**src/logic/lco_pkg.sv**
```systemverilog
// shared constants and types for the calibration timing and open-loop fallback block
package lco_pkg;

  // clock rate
  localparam int unsigned CLK_HZ = 200_000_000;

  // register offsets
  localparam logic [7:0] CAL_LEN_OFS = 8'h2a;
  localparam logic [7:0] FB_CFG_OFS = 8'h2c;
  localparam logic [7:0] PER_HI_OFS = 8'h2e;
  localparam logic [7:0] PER_LO_OFS = 8'h2f;

  // values after reset
  localparam logic [7:0] CAL_LEN_RST = 8'h02;
  localparam logic [7:0] FB_CFG_RST = 8'h00;
  localparam logic [7:0] PER_HI_RST = 8'h00;
  localparam logic [7:0] PER_LO_RST = 8'hc6;

  // field positions
  localparam int unsigned CAL_LEN_LSB = 0;
  localparam int unsigned FB_EN_BIT = 7;
  localparam int unsigned FB_CNT_LSB = 5;
  localparam int unsigned WAVE_SEL_BIT = 0;
  localparam int unsigned PER_HI_LSB = 0;

  // calibration length codes
  localparam logic [1:0] CAL_CODE_250 = 2'h0;
  localparam logic [1:0] CAL_CODE_500 = 2'h1;
  localparam logic [1:0] CAL_CODE_TRIG = 2'h3;

  // calibration times and their cycle counts
  localparam int unsigned CAL_250_MS = 250;
  localparam int unsigned CAL_500_MS = 500;
  localparam int unsigned CAL_1000_MS = 1000;
  localparam int unsigned CAL_250_CYC = CAL_250_MS * (CLK_HZ / 1000);
  localparam int unsigned CAL_500_CYC = CAL_500_MS * (CLK_HZ / 1000);
  localparam int unsigned CAL_1000_CYC = CAL_1000_MS * (CLK_HZ / 1000);
  // closing measurement window after the end of calibration
  localparam int unsigned MEAS_TIME_US = 5000;
  localparam int unsigned MEAS_CYC = MEAS_TIME_US * (CLK_HZ / 1_000_000);

  // fallback attempts: code 0 means this many, each code step adds one
  localparam logic [2:0] FB_ATTEMPT_BASE = 3'h3;

  // open-loop period step, in picoseconds, and the same step in cycles
  localparam int unsigned OL_STEP_PS = 24615;
  localparam int unsigned CLK_PERIOD_PS = 1_000_000_000 / (CLK_HZ / 1000);
  localparam int unsigned OL_STEP_CYC = OL_STEP_PS / CLK_PERIOD_PS;

  // calibration sequencer states
  typedef enum logic [1:0] {
    LCO_IDLE = 2'b00,
    LCO_RUN = 2'b01,
    LCO_MEAS = 2'b10
  } lco_cal_st_t;

endpackage : lco_pkg

```
**src/logic/lco_top.sv**
```systemverilog
// calibration timing, open-loop configuration registers and fallback control
`timescale 1ns/100ps
// Overview of operation
// - Codes 0, 1 and 2 of the calibration length field run calibration for 250, 500 and 1000 ms, code 2 after reset.
// - Code 3 keeps calibration running until the external trigger, the enable or the software trigger ends it.
// - After the ending trigger the block takes its measurements for a few ms before calibration counts as done.
// - With the fallback enable bit 7 set, repeated zero-cross failures switch the drive to open loop.
// - Open loop entered by fallback always uses a square wave, whatever the waveform select bit says.
// - Bits 6-5 set the attempts before fallback: codes 0 to 3 give 3, 4, 5 and 6 attempts.
// - In open loop bit 0 selects the waveform, 0 square and 1 sine, square after reset.
// - The open-loop period is the 10-bit period value times 24.615 ns, 198 after reset.
// - During calibration the overdrive time clamp is ignored and automatic overdrive is used.
module lco_top
#(
  parameter int unsigned CAL0_CYC = lco_pkg::CAL_250_CYC,
  parameter int unsigned CAL1_CYC = lco_pkg::CAL_500_CYC,
  parameter int unsigned CAL2_CYC = lco_pkg::CAL_1000_CYC,
  parameter int unsigned MEAS_CYC = lco_pkg::MEAS_CYC
)
(
  // clock and reset
  input wire logic sys_clk_i,
  input wire logic nrst_i,
  // register port
  input wire logic [7:0] reg_addr_i,
  input wire logic [7:0] reg_wdata_i,
  input wire logic reg_we_i,
  input wire logic reg_re_i,
  output logic [7:0] reg_rdata_o,
  // calibration control
  input wire logic cal_start_i,
  input wire logic ext_trig_i,
  input wire logic sw_trig_i,
  input wire logic en_trig_i,
  output logic cal_active_o,
  output logic cal_measure_o,
  output logic cal_done_o,
  // overdrive
  input wire logic [1:0] overdrive_time_clamp_i,
  output logic [1:0] overdrive_time_clamp_o,
  // drive generator
  input wire logic open_loop_req_i,
  input wire logic zero_cross_detect_i,
  input wire logic zero_cross_miss_i,
  input wire logic drive_stop_i,
  output logic open_loop_o,
  output logic sine_o,
  output logic [9:0] fallback_drive_period_o,
  output logic fallback_enabled_flag_o,
  output logic [2:0] fallback_attempt_count_o
);
  import lco_pkg::*;

  typedef struct packed {
    lco_cal_st_t st;
    logic [27:0] cnt;
    logic [7:0] cal_len;
    logic [7:0] fb_cfg;
    logic [7:0] per_hi;
    logic [7:0] per_lo;
    logic [7:0] rdata;
    logic [1:0] trig_sync;
    logic trig_prev;
    logic active;
    logic meas;
    logic done;
    logic [1:0] od;
    logic open_loop;
    logic sine;
    logic [9:0] period;
  } lco_state_t;

  localparam lco_state_t RST = '{
    st: LCO_IDLE, cnt: 28'h0, cal_len: CAL_LEN_RST, fb_cfg: FB_CFG_RST,
    per_hi: PER_HI_RST, per_lo: PER_LO_RST, rdata: 8'h00, trig_sync: 2'h0,
    trig_prev: 1'b0, active: 1'b0, meas: 1'b0, done: 1'b0, od: 2'h0,
    open_loop: 1'b0, sine: 1'b0, period: {PER_HI_RST[1:0], PER_LO_RST}};

  lco_state_t s_q;
  lco_state_t s_d;
  logic [1:0] len_code;
  logic [27:0] cal_lim;
  logic end_trig;
  logic fb_flag;

  assign len_code = s_q.cal_len[CAL_LEN_LSB +: 2];

  // fixed calibration length from the code; code 3 never reaches this limit
  always_comb
  begin
    unique case (len_code)
      CAL_CODE_250: cal_lim = CAL0_CYC[27:0];
      CAL_CODE_500: cal_lim = CAL1_CYC[27:0];
      default: cal_lim = CAL2_CYC[27:0];
    endcase
  end

  // any of the three triggers ends a trigger-bounded run; the pin is synchronised first
  assign end_trig = (s_q.trig_sync[1] && !s_q.trig_prev) || sw_trig_i || en_trig_i;

  // zero-cross failure tracking lives in its own module
  lco_fallback u_fallback
  (
    .sys_clk_i(sys_clk_i),
    .nrst_i(nrst_i),
    .fallback_enable_i(s_q.fb_cfg[FB_EN_BIT]),
    .fallback_attempt_limit_i(s_q.fb_cfg[FB_CNT_LSB +: 2]),
    .zero_cross_detect_i(zero_cross_detect_i),
    .zero_cross_miss_i(zero_cross_miss_i),
    .drive_stop_i(drive_stop_i),
    .fallback_enabled_flag_o(fb_flag),
    .fallback_attempt_count_o(fallback_attempt_count_o)
  );

  // next state: register port, calibration sequencer, drive selection
  always_comb
  begin
    s_d = s_q;
    s_d.done = 1'b0;
    s_d.trig_sync = {s_q.trig_sync[0], ext_trig_i};
    s_d.trig_prev = s_q.trig_sync[1];

    // whole bytes are stored, reserved bits included, so they read back
    if (reg_we_i)
    begin
      unique case (reg_addr_i)
        CAL_LEN_OFS: s_d.cal_len = reg_wdata_i;
        FB_CFG_OFS: s_d.fb_cfg = reg_wdata_i;
        PER_HI_OFS: s_d.per_hi = reg_wdata_i;
        PER_LO_OFS: s_d.per_lo = reg_wdata_i;
        default: ;
      endcase
    end

    // read data is held until the next read; unmapped offsets read zero
    if (reg_re_i)
    begin
      unique case (reg_addr_i)
        CAL_LEN_OFS: s_d.rdata = s_q.cal_len;
        FB_CFG_OFS: s_d.rdata = s_q.fb_cfg;
        PER_HI_OFS: s_d.rdata = s_q.per_hi;
        PER_LO_OFS: s_d.rdata = s_q.per_lo;
        default: s_d.rdata = 8'h00;
      endcase
    end

    // calibration sequencer; a new start during a run is ignored
    unique case (s_q.st)
      LCO_IDLE:
      begin
        if (cal_start_i)
        begin
          s_d.st = LCO_RUN;
          s_d.cnt = 28'h0;
        end
      end
      LCO_RUN:
      begin
        // no minimum is enforced in trigger mode: an early trigger is obeyed
        if ((len_code != CAL_CODE_TRIG && s_q.cnt == cal_lim - 28'h1)
            || (len_code == CAL_CODE_TRIG && end_trig))
        begin
          s_d.st = LCO_MEAS;
          s_d.cnt = 28'h0;
        end
        else if (s_q.cnt != 28'hfffffff)
        begin
          s_d.cnt = s_q.cnt + 28'h1;
        end
      end
      LCO_MEAS:
      begin
        if (s_q.cnt == MEAS_CYC[27:0] - 28'h1)
        begin
          s_d.st = LCO_IDLE;
          s_d.done = 1'b1;
        end
        else
        begin
          s_d.cnt = s_q.cnt + 28'h1;
        end
      end
      default:
      begin
        s_d.st = LCO_IDLE;
        s_d.cnt = 28'h0;
      end
    endcase

    s_d.active = (s_d.st != LCO_IDLE);
    s_d.meas = (s_d.st == LCO_MEAS);
    // calibration forces automatic overdrive, which is clamp code zero
    s_d.od = s_d.active ? 2'h0 : overdrive_time_clamp_i;

    // fallback beats the waveform select: it is always square
    s_d.open_loop = open_loop_req_i || fb_flag;
    s_d.sine = open_loop_req_i && !fb_flag && s_q.fb_cfg[WAVE_SEL_BIT];
    // period in steps of the open-loop step; only bits 1-0 of the high byte count
    s_d.period = {s_d.per_hi[PER_HI_LSB +: 2], s_d.per_lo};
  end

  // state register
  always_ff @(posedge sys_clk_i or negedge nrst_i)
  begin
    if (!nrst_i)
      s_q <= RST;
    else
      s_q <= s_d;
  end

  assign reg_rdata_o = s_q.rdata;
  assign cal_active_o = s_q.active;
  assign cal_measure_o = s_q.meas;
  assign cal_done_o = s_q.done;
  assign overdrive_time_clamp_o = s_q.od;
  assign open_loop_o = s_q.open_loop;
  assign sine_o = s_q.sine;
  assign fallback_drive_period_o = s_q.period;
  assign fallback_enabled_flag_o = fb_flag;

  a_fixed_len_end: assert property (@(posedge sys_clk_i) disable iff (!nrst_i)
    (s_q.st == LCO_RUN && len_code != CAL_CODE_TRIG && s_q.cnt == cal_lim - 28'h1)
    |=> (s_q.st == LCO_MEAS && cal_measure_o))
    else $error("fixed calibration did not end at its length");

  a_trig_hold: assert property (@(posedge sys_clk_i) disable iff (!nrst_i)
    (s_q.st == LCO_RUN && len_code == CAL_CODE_TRIG && !end_trig)
    |=> (s_q.st == LCO_RUN && !cal_done_o))
    else $error("trigger-bounded calibration ended without a trigger");

  a_meas_before_done: assert property (@(posedge sys_clk_i) disable iff (!nrst_i)
    $rose(cal_done_o) |-> $past(cal_measure_o) && !cal_active_o)
    else $error("calibration done without a measurement phase");

  a_od_forced_auto: assert property (@(posedge sys_clk_i) disable iff (!nrst_i)
    cal_active_o |-> overdrive_time_clamp_o == 2'h0)
    else $error("overdrive clamp applied during calibration");

  a_square_fallback: assert property (@(posedge sys_clk_i) disable iff (!nrst_i)
    $past(fb_flag) |-> (!sine_o && open_loop_o))
    else $error("fallback open loop not square");

  a_sine_select: assert property (@(posedge sys_clk_i) disable iff (!nrst_i)
    ($past(open_loop_req_i) && !$past(fb_flag)) |-> sine_o == $past(s_q.fb_cfg[0]))
    else $error("open-loop waveform does not follow select bit");

  a_period_join: assert property (@(posedge sys_clk_i) disable iff (!nrst_i)
    (reg_we_i && reg_addr_i == PER_LO_OFS)
    |=> fallback_drive_period_o == {s_q.per_hi[1:0], $past(reg_wdata_i)})
    else $error("open-loop period not formed from both registers");

  a_reserved_keep: assert property (@(posedge sys_clk_i) disable iff (!nrst_i)
    (reg_we_i && reg_addr_i == FB_CFG_OFS) ##1 (reg_re_i && reg_addr_i == FB_CFG_OFS
    && !reg_we_i) |=> reg_rdata_o == $past(reg_wdata_i, 2))
    else $error("written byte did not read back whole");

  c_fixed_cal: cover property (@(posedge sys_clk_i) disable iff (!nrst_i)
    cal_done_o && len_code != CAL_CODE_TRIG);
  c_trig_cal: cover property (@(posedge sys_clk_i) disable iff (!nrst_i)
    $rose(cal_measure_o) && len_code == CAL_CODE_TRIG);
  c_sine_drive: cover property (@(posedge sys_clk_i) disable iff (!nrst_i)
    open_loop_o && sine_o);

endmodule : lco_top

```
**src/logic/lco_fallback.sv**
```systemverilog
// zero-cross failure tracker that forces the drive into open loop
`timescale 1ns/100ps
module lco_fallback
(
  // clock and reset
  input wire logic sys_clk_i,
  input wire logic nrst_i,
  // configuration
  input wire logic fallback_enable_i,
  input wire logic [1:0] fallback_attempt_limit_i,
  // zero-cross events from the drive
  input wire logic zero_cross_detect_i,
  input wire logic zero_cross_miss_i,
  input wire logic drive_stop_i,
  // result
  output logic fallback_enabled_flag_o,
  output logic [2:0] fallback_attempt_count_o
);
  import lco_pkg::*;

  typedef struct packed {
    logic [2:0] cnt;
    logic flag;
  } lco_fb_state_t;

  lco_fb_state_t s_q;
  lco_fb_state_t s_d;
  logic [2:0] lim;

  // attempt limit runs from three to six
  assign lim = FB_ATTEMPT_BASE + {1'b0, fallback_attempt_limit_i};

  // count consecutive misses; a good detection restarts the count
  always_comb
  begin
    s_d = s_q;
    if (!fallback_enable_i)
    begin
      s_d.cnt = 3'h0;
      s_d.flag = 1'b0;
    end
    // the miss that reaches the limit beats a drive stop in the same cycle
    else if (!s_q.flag && zero_cross_miss_i && (s_q.cnt + 3'h1 >= lim))
    begin
      s_d.flag = 1'b1;
      s_d.cnt = 3'h0;
    end
    else if (drive_stop_i)
    begin
      s_d.cnt = 3'h0;
      s_d.flag = 1'b0;
    end
    else if (s_q.flag)
    begin
      s_d.cnt = 3'h0;
    end
    else if (zero_cross_miss_i)
    begin
      s_d.cnt = s_q.cnt + 3'h1;
    end
    else if (zero_cross_detect_i)
    begin
      s_d.cnt = 3'h0;
    end
  end

  // state register
  always_ff @(posedge sys_clk_i or negedge nrst_i)
  begin
    if (!nrst_i)
      s_q <= '0;
    else
      s_q <= s_d;
  end

  assign fallback_enabled_flag_o = s_q.flag;
  assign fallback_attempt_count_o = s_q.cnt;

  a_fb_disabled: assert property (@(posedge sys_clk_i) disable iff (!nrst_i)
    !fallback_enable_i |=> !fallback_enabled_flag_o)
    else $error("fallback flag set while fallback disabled");

  a_fb_limit_hit: assert property (@(posedge sys_clk_i) disable iff (!nrst_i)
    (fallback_enable_i && !s_q.flag && zero_cross_miss_i
     && s_q.cnt == lim - 3'h1) |=> fallback_enabled_flag_o)
    else $error("fallback not entered at the attempt limit");

  a_fb_no_early: assert property (@(posedge sys_clk_i) disable iff (!nrst_i)
    $rose(fallback_enabled_flag_o) |-> $past(s_q.cnt) == $past(lim) - 3'h1)
    else $error("fallback entered before the attempt limit");

  c_fb_entered: cover property (@(posedge sys_clk_i) disable iff (!nrst_i)
    $rose(fallback_enabled_flag_o));

endmodule : lco_fallback

```
**config.mk**
```make
export PLATFORM = sky130hd
export DESIGN_NAME = lco_top
export DESIGN_NICKNAME = d
export VERILOG_FILES = /design/src/logic/lco_pkg.sv /design/src/logic/lco_top.sv /design/src/logic/lco_fallback.sv
export SDC_FILE = /design/constraint.sdc
export NUM_CORES = 1
export LEC_CHECK = 0
export CAP_MARGIN = 10
export CORE_UTILIZATION = 64
export CTS_CLUSTER_DIAMETER = 200
export DETAILED_ROUTE_END_ITERATION = 16
export DONT_BUFFER_PORTS = 1
export PLACE_DENSITY = 0.8
export SYNTH_ARGS = -nofsm -noshare
export SYNTH_HDL_FRONTEND = slang
export SYNTH_HIERARCHICAL = 1
export SYNTH_SLANG_ARGS = --single-unit
```
**constraint.sdc**
```tcl
create_clock -name sys_clk_i -period 4.3 [get_ports sys_clk_i]
set_clock_uncertainty 0.05 [all_clocks]
set_input_delay 0.215 -clock sys_clk_i [delete_from_list [all_inputs] [get_ports sys_clk_i]]
set_output_delay 0.215 -clock sys_clk_i [all_outputs]
set_load 0.01 [all_outputs]
```
==> impl_metrics.csv <==
group,metric,value,unit
timing,fin_crit_sh,62.02,%
die,ioPinCount,59,
timing,tns,0,ns
synthesis,synth-async-reset-ratio,100.0,%
die,die_h,85.51,um
clock_network,cts.clk_slew.worst_paths,0.09,ns
detailed_routing,drt_iter0_markers,241,
worst_setup_path,slowest_stage,"or4_4",
synthesis,ys_warn_count,6,
synthesis,ys_seq_area_share,47.24,%
clock_network,cts_max_level,3,
pwr,ir_drop,0.2495,mV
run,maxCapViolations,0,
worst_setup_path,cp_cell_sequence,"or4_4 -> nor4_4 -> nand3_2 -> nand3_2 -> nor2_2 -> a221o_1",
detailed_routing,wire_per_inst,18.99,um
pwr,share_comb_of_total_power,10.2,%
synthesis,synth_edf_count,0,
synthesis,synth.area.mux_share,8.523,%
clock_network,clk_path_buf_depth,2,
detailed_routing,drtPass1Iterations,5,
finish,fin_nets,461,
finish,fin_cells,510,
clock_network,cts_setup_buffers,0,
synthesis,synth_seq_cells,84,
worst_setup_path,arrival,2.85,ns
place,dp_slack,1.660,ns
synthesis,synthFlopType,"dfrtp_1",
timing,hold_slack,0.04849,ns
place,port_buffers,0,
synthesis,synth_top_cell_by_area,"dfrtp_1",
timing,hold_viol,0,
finish,diodes,0,
detailed_routing,ant_nets,0,
synthesis,synth_nets,466,
synthesis,ys_top_cells_by_area,"dfrtp_1 44%, mux2_2 8.1%, a22oi_1 3.4%",
timing,rsz0062_at_grt,"false",
timing,setup_slack,1.633,ns
worst_setup_path,crit_buf_inv,0,
die,coreArea,6756,um2
global_route,grt_pass1_wl,15860,um
synthesis,yosys.area_share.simple,19.01,%
synthesis,yosys.area_share.xor_xnor,0.5887,%
pwr,p_clk_share,36.3,%
timing,fmax,0.3750,GHz
worst_setup_path,path_max_fanout,26,
detailed_routing,vias,3449,
detailed_routing,via_per_inst,6.763,
status,outcome,"complete, no violations",
worst_setup_path,critPathCaptureType,"register",
global_route,grt_pass1_vias,3255,
synthesis,synth_compound_area_share,17.19,%
clock_network,cts_made_buffers,9,
worst_setup_path,startpoint_type,"register",
clock_network,root_buffer,"clkbuf_8",
timing,worst_slew_pin_slew,0.8776,ns
synthesis,netlist_area,4463,um2
worst_setup_path,critical_path.max_stage_delay,0.58,ns
worst_setup_path,critPathMostFrequentCell,"nand3_2",
worst_setup_path,required,4.48,ns
synthesis,synthTopCellsByCount,"79 x dfrtp_1, 38 x nand2_1, 32 x mux2_2",
global_route,antenna_found_initial,0,
pwr,p_per_area,363.1,nW/um2
global_route,grt_max_degree,85,
finish,final_util,70.46,%
timing,fin_crit,2.667,ns
detailed_routing,drc_errors,0,
synthesis,synth_cell_type_count,59,
synthesis,synth.top_cell.area_share,44.29,%
global_route,grt-ovfl-total,0,
place,dpl.hpwl,6402,um
timing,drv_slew,0,
worst_setup_path,worstSetupPathType,"reg2reg",
clock_network,clkSinkCount,84,
pwr,p_int,1271,uW
die,die_area,7311,um2
global_route,gr-usage-all-layers,28.05,%
die,initial_utilization,66.06,%
pwr,p_switching,457.2,uW
pwr,power_frac_seq,53.5,%
pwr,swShare,26.45,%
synthesis,syn_inst,430,
finish,area_delta_synth_final,6.672,%
clock_network,cts_tree,"done",
place,gp_congestion,1.006,
finish,drive_above_1_share,16.28,%
synthesis,synth_top_family_by_area,"simple AND/OR/NAND/NOR gates",
place,dp_cells,478,
synthesis,synth.most_common_cell,"dfrtp_1",
timing,setup_violations,0,
die,rows,30,
synthesis,synth.avg_cell_area,10.38,um2
synthesis,synthAdderAreaFrac,1.682,%
timing,slew_headroom,41.04,%
hold_path,hold_path.class,"in2reg",
clock_network,clk_latency,0.35,ns
pwr,p_leak,0.002129,uW
die,die_w,85.51,um
worst_setup_path,cp_top_family,"simple AND/OR/NAND/NOR gates",
detailed_routing,wirelength,9685,um
==> placed cells by master, fill, tap and decap left out, drive strengths merged, types with 10 or more instances in the layout <==
| cell | instances |
|---|---|
| dfrtp | 79 |
| dlygate4sd3 | 15 |
| a21o | 13 |
| nand3 | 24 |
| nand4 | 10 |
| a22oi | 20 |
| a21oi | 16 |
| inv | 14 |
| nor3 | 11 |
| nor2 | 25 |
| nand2 | 38 |
| o21ai | 11 |
| mux2 | 32 |
| clkbuf | 10 |
==> through the flow <==
stage,power (uW),cell area (um2)
2_1_floorplan,1047,4463
3_3_place_gp,1072,4362
3_5_place_dp,1080,4362
4_1_cts,1737,4761
5_1_grt,1802,4761
6_report,1729,4761
==> power by group through the flow <==
stage / Sequential, uW / Clock, uW / Combinational (uW)
after detailed placement: 936 / 0 / 144
after floorplan: 908 / 0 / 139
final: 925 / 627 / 176
after global placement: 933 / 0 / 139
after CTS: 921 / 638 / 177
after global routing: 934 / 670 / 198
==> sequential cells by signal (all words and copies together) (netlist names) <==
name	count
s_d	2
s_q	52
cal_done_o	1
cal_active_o	1
overdrive_time_clamp_o	2
reg_rdata_o	8
u_fallback/fallback_enabled_flag_o	1
len_code	2
u_fallback/fallback_attempt_count_o	3
fallback_drive_period_o	9
open_loop_o	1
sine_o	1
cal_measure_o	1
==> metal layers <==
metal | routed length (um) | vias up | part of all wire (%) | track usage (%)
met3 | 568 | 34 | 5.9 | 4.235
li1 | - | 1555 | - | -
met5 | 0 | - | 0 | 0
met1 | 4172 | 1710 | 43 | 38.17
met2 | 4631 | 150 | 48 | 44.36
met4 | 313 | 0 | 3.2 | 13.79
==> cells by family (layout without fill, tap and decap cells) <==
logic type,after synthesis,after routing
and+or+nand+nor,155,155
AOI/OAI and AO/OA,103,103
DFF,84,84
buffers and inverters,45,45
muxes,34,34
adders and majority gates,6,6
xor gates and xnor gates,3,3
==> final cells by class <==
| cell class | instances | area [um2] |
|---|---|---|
| repair buffers | 18 | 192.7 |
| inverters | 11 | 41.29 |
| clock inverters | 6 | 93.84 |
| clock buffers | 10 | 127.6 |
| fillers | 489 | 1996 |
| well taps | 80 | 100.1 |
| multi-input cells | 301 | 2097 |
| flip-flops and latches | 84 | 2108 |
==> what timing repair did <==
action,4_1_cts,5_1_grt
endpoints found under the hold margin,125,0
gates resized for setup,0,0
hold buffers,16,0
setup endpoints to repair,0,0
==> tightest hold or removal path, stage by stage <==
cell and delay [ns]:
nor3_1 0.04, nand2_1 0.08, a211oi_2 0.07
==> worst paths after layout <==
| path | from | to | slack, ns | cells past startpoint |
|---|---|---|---|---|
| max in group asynchronous | nrst_i | fallback_drive_period_o[1] | 3.45 | 2 |
| max reg2reg | s_q[75] | s_q[65] | 1.63 | 6 |
| min | zero_cross_detect_i | u_fallback/fallback_attempt_count_o[2] | 0.05 | 3 |
| min reg2reg | s_d[19] | s_d[17] | 0.31 | 0 |
| max | s_q[75] | s_q[65] | 1.63 | 6 |
| min in group asynchronous | nrst_i | reg_rdata_o[5] | 0.39 | 2 |
Note: power is estimated with default switching activity, not from simulation.
